File: src/inc/caldp_pkg.sv
// Purpose: shared types and constants of the arithmetic and logic datapath
// Assumes: one clock, operands supplied by the register file outside
// Notes: operation codes are local to this block
package caldp_pkg;

	// Operation codes
	typedef enum logic [4:0] {
		CALDP_OP_PLUS = 5'h00,
		CALDP_OP_MINUS = 5'h01,
		CALDP_OP_PLUS_C = 5'h02,
		CALDP_OP_MINUS_B = 5'h03,
		CALDP_OP_STEP_UP = 5'h04,
		CALDP_OP_STEP_DN = 5'h05,
		CALDP_OP_WPLUS_S = 5'h06,
		CALDP_OP_WMINUS_S = 5'h07,
		CALDP_OP_BCD_PLUS = 5'h08,
		CALDP_OP_BCD_MINUS = 5'h09,
		CALDP_OP_MULU = 5'h0A,
		CALDP_OP_DIVU = 5'h0B,
		CALDP_OP_CMP = 5'h0C,
		CALDP_OP_NEG = 5'h0D,
		CALDP_OP_AND = 5'h0E,
		CALDP_OP_OR = 5'h0F,
		CALDP_OP_XOR = 5'h10,
		CALDP_OP_NOT = 5'h11,
		CALDP_OP_PXFER = 5'h12
	} caldp_op_t;

	// Condition flags
	typedef struct packed {
		logic neg;
		logic zero;
		logic ovf;
		logic carry;
	} caldp_flags_t;

	// One request to the datapath
	typedef struct packed {
		caldp_op_t op;
		logic word;
		logic use_imm;
		logic [15:0] dst;
		logic [15:0] src;
		logic [7:0] imm;
		logic dir;
	} caldp_req_t;

	// One answer of the datapath
	typedef struct packed {
		logic [15:0] result;
		logic write_back;
		logic illegal;
		logic pxfer_store;
		logic pxfer_load;
	} caldp_rsp_t;

	localparam caldp_flags_t CALDP_FLAGS_RST = 4'h0;
	localparam logic [15:0] CALDP_RESULT_RST = 16'h0000;
	localparam logic [7:0] CALDP_SMALL_ONE = 8'h01;
	localparam logic [7:0] CALDP_SMALL_TWO = 8'h02;
	localparam logic CALDP_DIR_LOAD = 1'h0;
	localparam logic CALDP_DIR_STORE = 1'h1;
	localparam logic [7:0] CALDP_BCD_LO = 8'h06;
	localparam logic [7:0] CALDP_BCD_HI = 8'h60;

endpackage : caldp_pkg

File: src/core/caldp_core.sv
// Purpose: byte/word arithmetic and logic execution with condition flags
// Assumes: req_valid marks one operation per cycle; results one cycle later
// Notes: half-carry is kept internally for decimal adjust
//
// How it works
// - plus and minus on two registers; immediate only for plus.
// - word plus and minus only with two register operands.
// - carry and borrow forms are byte only, register or immediate.
// - step up and step down add or subtract one on a byte.
// - word small adjust adds or subtracts one or two only.
// - decimal adjust after plus or minus chosen from flags.
// - unsigned 8 by 8 multiply gives a 16-bit product.
// - unsigned 16 by 8 divide gives 8-bit quotient and remainder.
// - compare subtracts and updates flags without write back.
// - word compare only between two registers.
// - negate writes zero minus the byte value.
// - byte AND with register or immediate.
// - byte OR with register or immediate.
// - byte XOR with register or immediate.
// - invert every bit of a byte register.
// - direction zero is peripheral load, one is peripheral store.
// - flags hold negative, zero, overflow, carry; carry feeds carry ops.
`timescale 1ns/1ps

module caldp_core
	import caldp_pkg::*;
(
	// Clock and reset
	input wire logic clk,
	input wire logic sys_rst,
	// Request
	input wire logic req_valid,
	input wire caldp_req_t req,
	// Answer
	output logic rsp_valid,
	output caldp_rsp_t rsp,
	output caldp_flags_t flags
);

	////////////////////////////////////////////////////////////////////////
	// Adder shared by all additive operations except the two decimal adjusts
	typedef struct packed {
		logic [15:0] sum;
		logic carry;
		logic ovf;
		logic half;
	} caldp_add_t;

	function automatic caldp_add_t caldp_add(input logic [15:0] a, input logic [15:0] b,
		input logic cin, input logic sub, input logic word);
		caldp_add_t r;
		logic [16:0] full;
		logic [8:0] byte_sum;
		logic [4:0] nib;
		logic [15:0] bb;
		r = '0;
		bb = sub ? ~b : b;
		if (word) begin
			full = {1'b0, a} + {1'b0, bb} + {16'h0000, cin ^ sub};
			r.sum = full[15:0];
			r.carry = full[16] ^ sub;
			r.ovf = (a[15] == bb[15]) && (full[15] != a[15]);
			r.half = 1'b0;
		end else begin
			byte_sum = {1'b0, a[7:0]} + {1'b0, bb[7:0]} + {8'h00, cin ^ sub};
			nib = {1'b0, a[3:0]} + {1'b0, bb[3:0]} + {4'h0, cin ^ sub};
			r.sum = {8'h00, byte_sum[7:0]};
			r.carry = byte_sum[8] ^ sub;
			r.ovf = (a[7] == bb[7]) && (byte_sum[7] != a[7]);
			r.half = nib[4] ^ sub;
		end
		return r;
	endfunction : caldp_add

	////////////////////////////////////////////////////////////////////////
	// Registered state
	caldp_flags_t flags_ff, nxt_flags;
	logic half_ff, nxt_half;
	logic rsp_valid_ff, nxt_rsp_valid;
	caldp_rsp_t rsp_ff, nxt_rsp;

	// Working signals
	caldp_add_t add_r;
	logic [7:0] opnd;
	logic [7:0] adj;
	logic [8:0] bcd_sum;
	logic [15:0] prod;
	logic [7:0] quot;
	logic [7:0] rem;
	logic [15:0] res;
	logic wr;
	logic ill;
	logic arith;
	logic set_nz;
	logic wide; // Flags taken from bit 15 for true word forms

	// Byte operand: register or immediate
	assign opnd = req.use_imm ? req.imm : req.src[7:0];

	// Multiply and divide
	assign prod = {8'h00, req.dst[7:0]} * {8'h00, req.src[7:0]};
	assign quot = (req.src[7:0] == 8'h00) ? 8'hFF : 8'((req.dst / {8'h00, req.src[7:0]}));
	assign rem = (req.src[7:0] == 8'h00) ? req.dst[7:0] : 8'((req.dst % {8'h00, req.src[7:0]}));

	////////////////////////////////////////////////////////////////////////
	// Operation decode and next values
	always_comb begin
		nxt_flags = flags_ff;
		nxt_half = half_ff;
		nxt_rsp_valid = req_valid;
		nxt_rsp = rsp_ff;
		add_r = '0;
		adj = 8'h00;
		bcd_sum = 9'h000;
		res = CALDP_RESULT_RST;
		wr = 1'b0;
		ill = 1'b0;
		arith = 1'b0;
		set_nz = 1'b0;
		wide = 1'b0;
		unique case (req.op)
			// Plus, immediate only for bytes
			CALDP_OP_PLUS: begin
				ill = req.word && req.use_imm;
				wide = req.word;
				add_r = caldp_add(req.dst, req.use_imm ? {8'h00, req.imm} : req.src, 1'b0, 1'b0, req.word);
				res = add_r.sum;
				wr = 1'b1;
				arith = 1'b1;
			end
			// Minus, registers only
			CALDP_OP_MINUS: begin
				wide = req.word;
				ill = req.use_imm;
				add_r = caldp_add(req.dst, req.src, 1'b0, 1'b1, req.word);
				res = add_r.sum;
				wr = 1'b1;
				arith = 1'b1;
			end
			// Carry forms; on minus the carry acts as the borrow in
			CALDP_OP_PLUS_C, CALDP_OP_MINUS_B: begin
				ill = req.word;
				add_r = caldp_add(req.dst, {8'h00, opnd}, flags_ff.carry,
					req.op == CALDP_OP_MINUS_B, 1'b0);
				res = add_r.sum;
				wr = 1'b1;
				arith = 1'b1;
			end
			// Step by one, carry kept
			CALDP_OP_STEP_UP, CALDP_OP_STEP_DN: begin
				ill = req.word;
				add_r = caldp_add(req.dst, {8'h00, CALDP_SMALL_ONE}, 1'b0,
					req.op == CALDP_OP_STEP_DN, 1'b0);
				res = add_r.sum;
				wr = 1'b1;
				set_nz = 1'b1;
				nxt_flags.ovf = add_r.ovf;
			end
			// Word small adjust, flags untouched
			CALDP_OP_WPLUS_S, CALDP_OP_WMINUS_S: begin
				ill = (req.imm != CALDP_SMALL_ONE) && (req.imm != CALDP_SMALL_TWO);
				add_r = caldp_add(req.dst, {8'h00, req.imm}, 1'b0, req.op == CALDP_OP_WMINUS_S, 1'b1);
				res = add_r.sum;
				wr = 1'b1;
			end
			// Decimal adjust after an addition
			CALDP_OP_BCD_PLUS: begin
				// Correction from carry and half-carry plus digit range
				if (half_ff || (req.dst[3:0] > 4'h9)) begin
					adj = adj | CALDP_BCD_LO;
				end
				if (flags_ff.carry || (req.dst[7:0] > 8'h99)) begin
					adj = adj | CALDP_BCD_HI;
				end
				bcd_sum = {1'b0, req.dst[7:0]} + {1'b0, adj};
				res = {8'h00, bcd_sum[7:0]};
				wr = 1'b1;
				set_nz = 1'b1;
				nxt_flags.carry = flags_ff.carry || bcd_sum[8];
			end
			// Decimal adjust after a subtraction
			CALDP_OP_BCD_MINUS: begin
				if (half_ff) begin
					adj = adj | CALDP_BCD_LO;
				end
				if (flags_ff.carry) begin
					adj = adj | CALDP_BCD_HI;
				end
				res = {8'h00, 8'(req.dst[7:0] - adj)};
				wr = 1'b1;
				set_nz = 1'b1;
			end
			// Unsigned product, no flags
			CALDP_OP_MULU: begin
				res = prod;
				wr = 1'b1;
			end
			// Unsigned divide, zero divisor flagged
			CALDP_OP_DIVU: begin
				res = {rem, quot};
				wr = 1'b1;
				nxt_flags.neg = quot[7];
				nxt_flags.zero = (req.src[7:0] == 8'h00);
			end
			// Compare, flags only
			CALDP_OP_CMP: begin
				ill = req.word && req.use_imm;
				wide = req.word;
				add_r = caldp_add(req.dst, req.use_imm ? {8'h00, req.imm} : req.src, 1'b0, 1'b1, req.word);
				res = add_r.sum;
				wr = 1'b0;
				arith = 1'b1;
			end
			// Negate as zero minus value
			CALDP_OP_NEG: begin
				add_r = caldp_add(16'h0000, req.dst, 1'b0, 1'b1, 1'b0);
				res = add_r.sum;
				wr = 1'b1;
				arith = 1'b1;
			end
			// Logic ops clear overflow, keep carry
			CALDP_OP_AND: begin
				res = {8'h00, req.dst[7:0] & opnd};
				wr = 1'b1;
				set_nz = 1'b1;
				nxt_flags.ovf = 1'b0;
			end
			CALDP_OP_OR: begin
				res = {8'h00, req.dst[7:0] | opnd};
				wr = 1'b1;
				set_nz = 1'b1;
				nxt_flags.ovf = 1'b0;
			end
			CALDP_OP_XOR: begin
				res = {8'h00, req.dst[7:0] ^ opnd};
				wr = 1'b1;
				set_nz = 1'b1;
				nxt_flags.ovf = 1'b0;
			end
			CALDP_OP_NOT: begin
				res = {8'h00, ~req.dst[7:0]};
				wr = 1'b1;
				set_nz = 1'b1;
				nxt_flags.ovf = 1'b0;
			end
			// Peripheral transfer, direction only
			CALDP_OP_PXFER: begin
				res = {8'h00, req.src[7:0]};
				wr = 1'b0;
			end
			// Unused codes are refused
			default: begin
				ill = 1'b1;
			end
		endcase
		// Flag update from the result
		if (arith) begin
			set_nz = 1'b1;
			nxt_flags.ovf = add_r.ovf;
			nxt_flags.carry = add_r.carry;
			nxt_half = add_r.half;
		end
		if (set_nz) begin
			nxt_flags.neg = wide ? res[15] : res[7];
			nxt_flags.zero = wide ? (res == 16'h0000) : (res[7:0] == 8'h00);
		end
		// Illegal forms change nothing
		if (!req_valid || ill) begin
			nxt_flags = flags_ff;
			nxt_half = half_ff;
		end
		if (req_valid) begin
			nxt_rsp.result = ill ? CALDP_RESULT_RST : res;
			nxt_rsp.write_back = wr && !ill;
			nxt_rsp.illegal = ill;
			nxt_rsp.pxfer_load = (req.op == CALDP_OP_PXFER) && (req.dir == CALDP_DIR_LOAD);
			nxt_rsp.pxfer_store = (req.op == CALDP_OP_PXFER) && (req.dir == CALDP_DIR_STORE);
		end
	end

	////////////////////////////////////////////////////////////////////////
	// State registers
	always_ff @(posedge clk or posedge sys_rst) begin
		if (sys_rst) begin
			flags_ff <= CALDP_FLAGS_RST;
			half_ff <= 1'b0;
			rsp_valid_ff <= 1'b0;
			rsp_ff <= '0;
		end else begin
			flags_ff <= nxt_flags;
			half_ff <= nxt_half;
			rsp_valid_ff <= nxt_rsp_valid;
			rsp_ff <= nxt_rsp;
		end
	end

	// Outputs
	assign rsp_valid = rsp_valid_ff;
	assign rsp = rsp_ff;
	assign flags = flags_ff;

endmodule : caldp_core

File: config.mk
export PLATFORM = sky130hd
export DESIGN_NAME = caldp_core
export DESIGN_NICKNAME = d
export VERILOG_FILES = /design/src/inc/caldp_pkg.sv /design/src/core/caldp_core.sv
export SDC_FILE = /design/constraint.sdc
export NUM_CORES = 1
export LEC_CHECK = 0
export BUFFER_PORTS_ARGS = -buffer_cell sky130_fd_sc_hd__buf_2
export CAP_MARGIN = 20
export CORE_MARGIN = 4
export CORE_UTILIZATION = 55
export CTS_CLUSTER_SIZE = 40
export DETAILED_ROUTE_END_ITERATION = 6
export HOLD_SLACK_MARGIN = 0.12
export PLACE_DENSITY = 0.77
export RECOVER_POWER = 50
export SYNTH_ARGS = -nofsm -noshare
export SYNTH_HDL_FRONTEND = slang
export SYNTH_SLANG_ARGS = --single-unit
File: constraint.sdc
create_clock -name clk -period 4.5 [get_ports clk]
set_clock_uncertainty 0.05 [all_clocks]
set_input_delay 0.9 -clock clk [delete_from_list [all_inputs] [get_ports clk]]
set_output_delay 0.9 -clock clk [all_outputs]
set_load 0.02 [all_outputs]
==> summary.md, run 1 <==
| Metric | Value |
|---|---|
| Status | stopped before the end |
| Failing step | 5_1_grt |
| Error Message | [ERROR GRT-0232] Routing congestion too high. Check the congestion heatmap in the GUI. |
| Synth Area in XOR/XNOR | 0.08786 |
| Post-Synth Simple-Gate Area | 0.1849 |
| Post-synthesis cell count | 1,921 |
| # clock sinks | 26 |
| H-tree depth | 1 |
| YS warnings | 0 |
| Grt ovf | 14 |
| Post-GRT worst EP | flags[2]$_DFFE_PP0P_/D |
| Number of synthesized flops with an enable pin | 0 |
| Ys async rst share | 1.000 |
| Largest net degree at the start of global routing | 35 |
| Syn_nets | 2,264 |
| Cell taking the most area after synthesis | ha_1 |
| Routability cong. | 1.035 |
| Number of CTS-inserted buffers | 3 |
| Syn avg cell area | between 7 and 8 um2 |
| Post-synthesis compound-gate area fraction | 0.3033 |
| DP Wirelength | 48.06 mm |
| Main combinational cell family by area after synthesis | compound AO/OA/AOI/OAI gates |
| Hold_buf cts | 0 |
| Netlist Area Pre-Place | 14,460 um2 |
| Die width | 170.1 um |
| Register area share after synthesis | 0.04501 |
| Mux cell area share after synthesis | 0.04423 |
| Die H | 170.1 um |
| Initial Util | 0.5563 |
| Port buffer count | 75 |
| Synth cell types | 101 |
| I/O pin count | 76 |
| Adder-Cell Fraction of Synth Area | 0.2766 |
| Area share of the largest cell type after synthesis | 0.2129 |
| DP Area | around 20,000 um2 |
| Clk root buf | clkbuf_16 |
| Ranking of synthesized cells by area | ha_1 (21%), fa_1 (6.4%), xnor2_1 (6.1%) |
| All-Layer GR Usage | 0.7062 |
| WEP type | register data pin |
| Prevailing post-synth register cell | dfrtp_1 |
| Clock tree buffer depth | 2 |
| Row count | 59 |
| Synthesized flop and latch total | 26 |
-- Yosys cell counts (all sizes together) (18+ instances only) --
library cell	count
ha	246
nor2	187
a21oi	150
inv	145
nand2	124
xnor2	100
o21ai	95
nor3	62
a21o	60
clkbuf	50
fa	46
xor2	45
o21bai	40
o21a	39
nand2b	37
mux2	30
nand3	30
a221oi	29
mux2i	29
dfrtp	26
nor2b	23
o31ai	22
o211ai	20
a31oi	18
-- stage by stage --
step	util	setup slack, ns	setup TNS [ns]	hold slack, ns	std cells
after floorplan	-	-23.72	-344.96	0.5055	1921
after CTS	0.8417	-22.89	-334.23	0.4404	3013
after detailed placement	0.7791	-23.96	-353.18	0.4238	2903
after global placement	0.7791	-22.62	-333.73	0.4120	2903
-- repair_timing --
action | CTS
resized for setup | 167
buffers inserted | 110
pin swaps | 82
hold endpoints to repair | 0
endpoints found under the setup margin | 20
-- per-layer routing --
| metal | GRT overflow | global-route usage |
|---|---|---|
| met5 | 0 | 0.2358 |
| met2 | 9 | 0.8894 |
| met4 | 4 | 0.6767 |
| met1 | 0 | 0.7148 |
| met3 | 1 | 0.5298 |
-- kinds of logic after synthesis --
family          Yosys count
buf+inv                 215
compound gates          630
mux                      59
xor+xnor                145
flops                    26
simple gates            554
fa+ha+maj               292
==> inputs of run 2 (changes only) <==
- CORE_UTILIZATION: 55 -> 40
- CTS_CLUSTER_SIZE: 40 -> not set
- HOLD_SLACK_MARGIN: 0.12 -> not set
- PLACE_DENSITY: 0.77 -> not set
- PLACE_DENSITY_LB_ADDON: not set -> 0.15
==> summary.md, run 2 <==
| Metric | Value |
|---|---|
| Status | finished with violations |
| Failing checks | negative setup slack |
| H-tree depth | 1 |
| Prevailing post-synth register cell | dfrtp_1 |
| Hold path start | rsp[19] |
| Syn_nets | 2,264 |
| Critical Path End Type | flop |
| DP Wirelength | 48.94 mm |
| Largest register FFs | 20 |
| CP dominant cell by count | o21a_1 |
| Hold depth | 1 |
| Top-count cell post-synth | ha_1 |
| Port buffer count | 75 |
| Die width | 198.1 um |
| Filler cells | 3,038 |
| Multi-input gate area | 14,310 um2 |
| Hold slack final | 0.4438 ns |
| R2r startpoint | flags[0] |
| Cell taking the most area after synthesis | ha_1 |
| Hold path endpoint | rsp[19] |
| Startpoint Class | primary input |
| Crit share post-route | 6.115 |
| Fin nets | 3,087 |
| Worst Reg2Reg Path Length in Cells | 19 |
| Number of synthesized flops with an enable pin | 0 |
| Final core occ | 0.6420 |
| Die area | 39,240 um2 |
| Via count | between 15,000 and 20,000 |
| Fmax | 0.03634 GHz |
| DP Cell Count | 3,062 |
| Final Max Tran Viols | 0 |
| Routability cong. | about 1.0 |
| DP Area | 20,640 um2 |
| Number of CTS-inserted buffers | 3 |
| YS warnings | 0 |
| Wirelength per Cell | 19.20 um |
| All-Layer GR Usage | 0.3014 |
| Worst-path fanout max | 7 |
| Pre-Repair DR Iteration Count | 6 |
| Slowest stage cell, crit path | or4_4 |
| Total Wirelength | between 60 and 70 mm |
| Commonest non-fill, non-tap cell in the layout | buf_4 |
| Slew @ Worst Pin | 1.234 ns |
| Area share of the largest cell type after synthesis | 0.2129 |
| Setup CP Type | primary input to flop |
| Clock Latency Late Sink | 0.26 ns |
| First-pass GRT wire length | about 96 mm |
| Fin area | 22,840 um2 |
| I/O pin count | 76 |
| Register area share after synthesis | 0.04501 |
| Top cells by count, synth | ha_1 (246), nor2_1 (184), a21oi_1 (148), inv_1 (143), nand2_1 (124) |
| Reg area | around 650 um2 |
| Initial Util | 0.4064 |
| 1st-iter DRT viols | approximately 1,100 |
| Crit path DAT | 27.66 ns |
| RSZ-0062 raised after global routing | true |
| Row count | 69 |
| Setup WS post-layout | -23.02 ns |
| Clock tree buffer depth | 2 |
| Final Hold Fails | 0 |
| R2R Setup Slk | roughly 0.03 ns |
| Fin cells | about 3,200 |
| Initial antenna violation count | 0 |
| Grt ovf | 0 |
| CP max stage delay | roughly 0.55 ns |
| CTS tree | built |
| Die H | 198.1 um |
| Synth cell types | 101 |
| Crit path time final | 27.52 ns |
| Setup-failing EPs final | 20 |
| Detailed-route DRC error count | 0 |
| Max_cap viols | 0 |
| Ranking of synthesized cells by area | ha_1 (21%), fa_1 (6.4%), xnor2_1 (6.1%) |
| Hold Crit Class | flop to flop |
| Vias per cell | approximately 5.6 |
| Vias in the first global route | around 18,000 |
| Ys async rst share | 1.000 |
| R2r endpoint | flags[2] |
| Final ANT Viol Nets | 0 |
| Layout cells sized above 1 | 0.4218 |
| Worst endpoint required time | between 4 and 5 ns |
| Reg clk slew, reported paths | 0.06 ns |
| Most frequent cells in the layout | buf_4 (767), ha_1 (223), nor2_1 (167) |
| Synthesized flop and latch total | 26 |
| Core area | ~36,000 um2 |
| Synth-to-layout area growth | 57.98% |
| Post-synthesis cell count | around 1,900 |
| Clk root buf | clkbuf_16 |
| Syn avg cell area | 7.525 um2 |
| Slew headroom | 0.1745 |
| # clock sinks | 26 |
| Largest net degree at the start of global routing | 35 |
| Diode count | 0 |
| Netlist Area Pre-Place | ~14,000 um2 |
[run 2: logic make-up after synthesis]
logic type / Yosys count / synth area share
and+or+nand+nor: 554 / 0.1849
adders and majority gates: 292 / 0.2766
DFF: 26 / 0.04501
xor gates and xnor gates: 145 / 0.08786
muxes: 59 / 0.04423
buffers and inverters: 215 / 0.05808
AOI/OAI and AO/OA: 630 / 0.3033
[run 2: per-layer routing]
metal  track usage  routed length, um  vias to the layer above
li1              -                  -                     8718
met1        0.3903              26240                     8710
met2        0.5306              29680                      539
met3       0.01855               2977                      128
met4        0.1071               2628                        0
met5             0                  0                        -
[run 2: worst max-delay path by stage]
stage | slack, ns | cells past startpoint | end | startpoint
floorplan | -23.72 | 154 | flags[2] | req[14]
global placement | -22.83 | 146 | flags[2] | req[11]
detailed placement | -23.70 | 151 | flags[2] | req[11]
CTS | -22.62 | 147 | flags[2] | req[13]
global route | -24.34 | 148 | flags[2] | req[13]
finish | -23.02 | 148 | flags[2] | req[13]
[run 2: critical path: cells and delay by family]
family / cells / cell delay (ns)
buf+inv: 19 / 2.29
simple gates: 32 / 5.37
fa+ha+maj: 15 / 3.92
compound gates: 74 / 13.05
xor+xnor: 1 / 0.13
mux: 7 / 1.92
[run 2: final cells by class]
cell class / instances / share of cell area
clock buffers: 3 / 0.003287
flip-flops and latches: 26 / 0.02849
well taps: 461 / 0.02526
clock inverters: 1 / 0.001315
multi-input cells: 1681 / 0.6268
repair buffers: 880 / 0.2897
inverters: 152 / 0.02520
[run 2: what timing repair did]
action                                  CTS  global route
resized for setup                       172            76
endpoints found under the hold margin     0             0
cloned                                    2             0
endpoints found under the setup margin   20            20
buffers inserted                        114            31
hold buffers                              0             0
pin swaps                                87            68
[run 2: per-stage QoR]
step	TNS, ns	setup WS (ns)
2_1_floorplan	-344.96	-23.72
4_1_cts	-331.41	-22.62
6_report	-336.66	-23.02
3_5_place_dp	-349.36	-23.70
5_1_grt	-356.58	-24.34
3_3_place_gp	-336.93	-22.83
Power of run 2 is left out: the tool's default activity adds up to more than one toggle a clock period on the data nets, which glitch-free logic cannot reach.
==> inputs of run 3 (changes only) <==
- RECOVER_POWER: 50 -> 100
==> summary.md, run 3 (synthesis gave the netlist of run 2 again) <==
| Metric | Value |
|---|---|
| Crit path to | flags[2] |
| Die H | 198.1 um |
| Worst-path fanout max | 7 |
| Worst endpoint required time | 4.64 ns |
| Worst Reg2Reg Path Length in Cells | 19 |
| Hold_buf cts | 0 |
| Startpoint Class | primary input |
| RSZ-0062 raised after global routing | true |
| Clock tree buffer depth | 2 |
| Final Max Tran Viols | 35 |
| Clk root buf | clkbuf_16 |
| 1st-iter DRT viols | 1,072 |
| Core area | 35,570 um2 |
| Port buffer count | 75 |
| Slew headroom | -0.3400 |
| # clock sinks | 26 |
| Largest register FFs | 20 |
| CP max stage delay | 0.55 ns |
| Wirelength per Cell | 19.25 um |
| Routability cong. | 0.9961 |
| Fmax | ~0.036 GHz |
| Crit path DAT | 27.65 ns |
| Layout cells sized above 1 | 0.4120 |
| Largest net degree at the start of global routing | 35 |
| Initial Util | 0.4064 |
| Met3 WL post-DR | 2.596 mm |
| Pre-Repair DR Iteration Count | 7 |
| H-tree depth | 1 |
| Hold Crit Class | flop to flop |
| CP dominant cell by count | o21a_1 |
| Hold path start | rsp[19] |
| Detailed-route DRC error count | 0 |
| Synth-to-layout area growth | 57.66% |
| Commonest non-fill, non-tap cell in the layout | buf_4 |
| Die area | a little under 40,000 um2 |
| Most frequent cells in the layout | buf_4 (764), ha_1 (223), nor2_1 (167) |
| Setup WS post-layout | -23.01 ns |
| CTS tree | built |
| R2r endpoint | flags[2] |
| DP Wirelength | 48.94 mm |
| Die width | approximately 200 um |
| WL met1 | 26.72 mm |
| Final ANT Viol Nets | 0 |
| I/O pin count | 76 |
| Setup TNS | -337.09 ns |
| Critical Path End Type | flop |
| Fin nets | a little over 3,000 |
| Number of CTS-inserted buffers | 3 |
| Crit path time final | 27.51 ns |
| Vias per cell | 5.634 |
| Routed wl met2 | 29.61 mm |
| Highest metal used | met4 |
| Final Hold Fails | 0 |
| Setup CP Type | primary input to flop |
| Slowest stage cell, crit path | or4_4 |
| Status | finished with violations |
| Initial antenna violation count | 0 |
| Via count | 18,050 |
| Total Wirelength | 61.67 mm |
| Setup-failing EPs final | 21 |
| R2R Setup Slk | 0.04 ns |
| Row count | 69 |
| First-pass GRT wire length | 95.61 mm |
| Crit share post-route | 6.114 |
| R2r startpoint | flags[0] |
| Diode count | 0 |
| Vias in the first global route | 18,050 |
| Grt ovf | 0 |
| All-Layer GR Usage | 0.3014 |
| Failing checks | max-capacitance violations, max-slew violations, negative setup slack |
| Slew @ Worst Pin | 2.010 ns |
| Clock Latency Late Sink | 0.26 ns |
| Max_cap viols | 1 |
| Worst Setup SP | req[13] |
| Reg clk slew, reported paths | 0.07 ns |
run 3: changes by cell type in the layout (fill, tap and decap cells not counted), sizes merged:
cell,previous run,this run
buf,876,849
clkbuf,7,34
run 3: worst min path at each step:
| stage | endpoint | slack (ns) | depth (start not counted) |
|---|---|---|---|
| 4_1_cts | rsp[19] | 0.44 | 1 |
| 5_1_grt | rsp[19] | 0.47 | 1 |
| 6_report | rsp[19] | 0.45 | 1 |
| 2_1_floorplan | half_ff | 0.51 | 2 |
| 3_5_place_dp | rsp[19] | 0.42 | 1 |
| 3_3_place_gp | rsp[16] | 0.42 | 1 |
run 3: routing by layer:
| layer | global-route usage | up-vias |
|---|---|---|
| met4 | 0.1071 | 0 |
| met2 | 0.5306 | 499 |
| li1 | - | 8705 |
| met3 | 0.01855 | 130 |
| met5 | 0 | - |
| met1 | 0.3903 | 8717 |
run 3: final cells by class:
cell class / count / area, um2
multi-input combinational: 1681 / 14310
fill: 3056 / 12780
timing repair buffer: 880 / 6575
sequential: 26 / 650.6
tap: 461 / 576.8
inverter: 152 / 575.6
clock buffer: 3 / 75.07
clock inverter: 1 / 30.03
run 3: what timing repair did:
action                                  CTS  global route
endpoints found under the hold margin     0             0
resized for setup                       172            76
pin swaps                                87            68
endpoints found under the setup margin   20            20
buffers inserted                        114            31
cloned                                    2             0
run 3: per-stage QoR:
step,cells,util,instance area (um2),setup slack (ns),hold WS (ns)
after floorplan,1921,-,15040,-23.72,0.5055
final,3204,0.6407,22790,-23.01,0.4510
after detailed placement,3062,0.5802,20640,-23.70,0.4179
after global routing,3204,0.6407,22790,-24.34,0.4686
after CTS,3180,0.6271,22300,-22.62,0.4366
after global placement,3062,0.5802,20640,-22.83,0.4213
run 3: critical path: cells and delay by family:
family	cells	cell delay [ns]
xor+xnor	1	0.13
simple gates	32	5.37
mux	7	1.91
buf+inv	19	2.29
compound gates	74	13.06
fa+ha+maj	15	3.91
Power of run 3 is left out for the same reason.
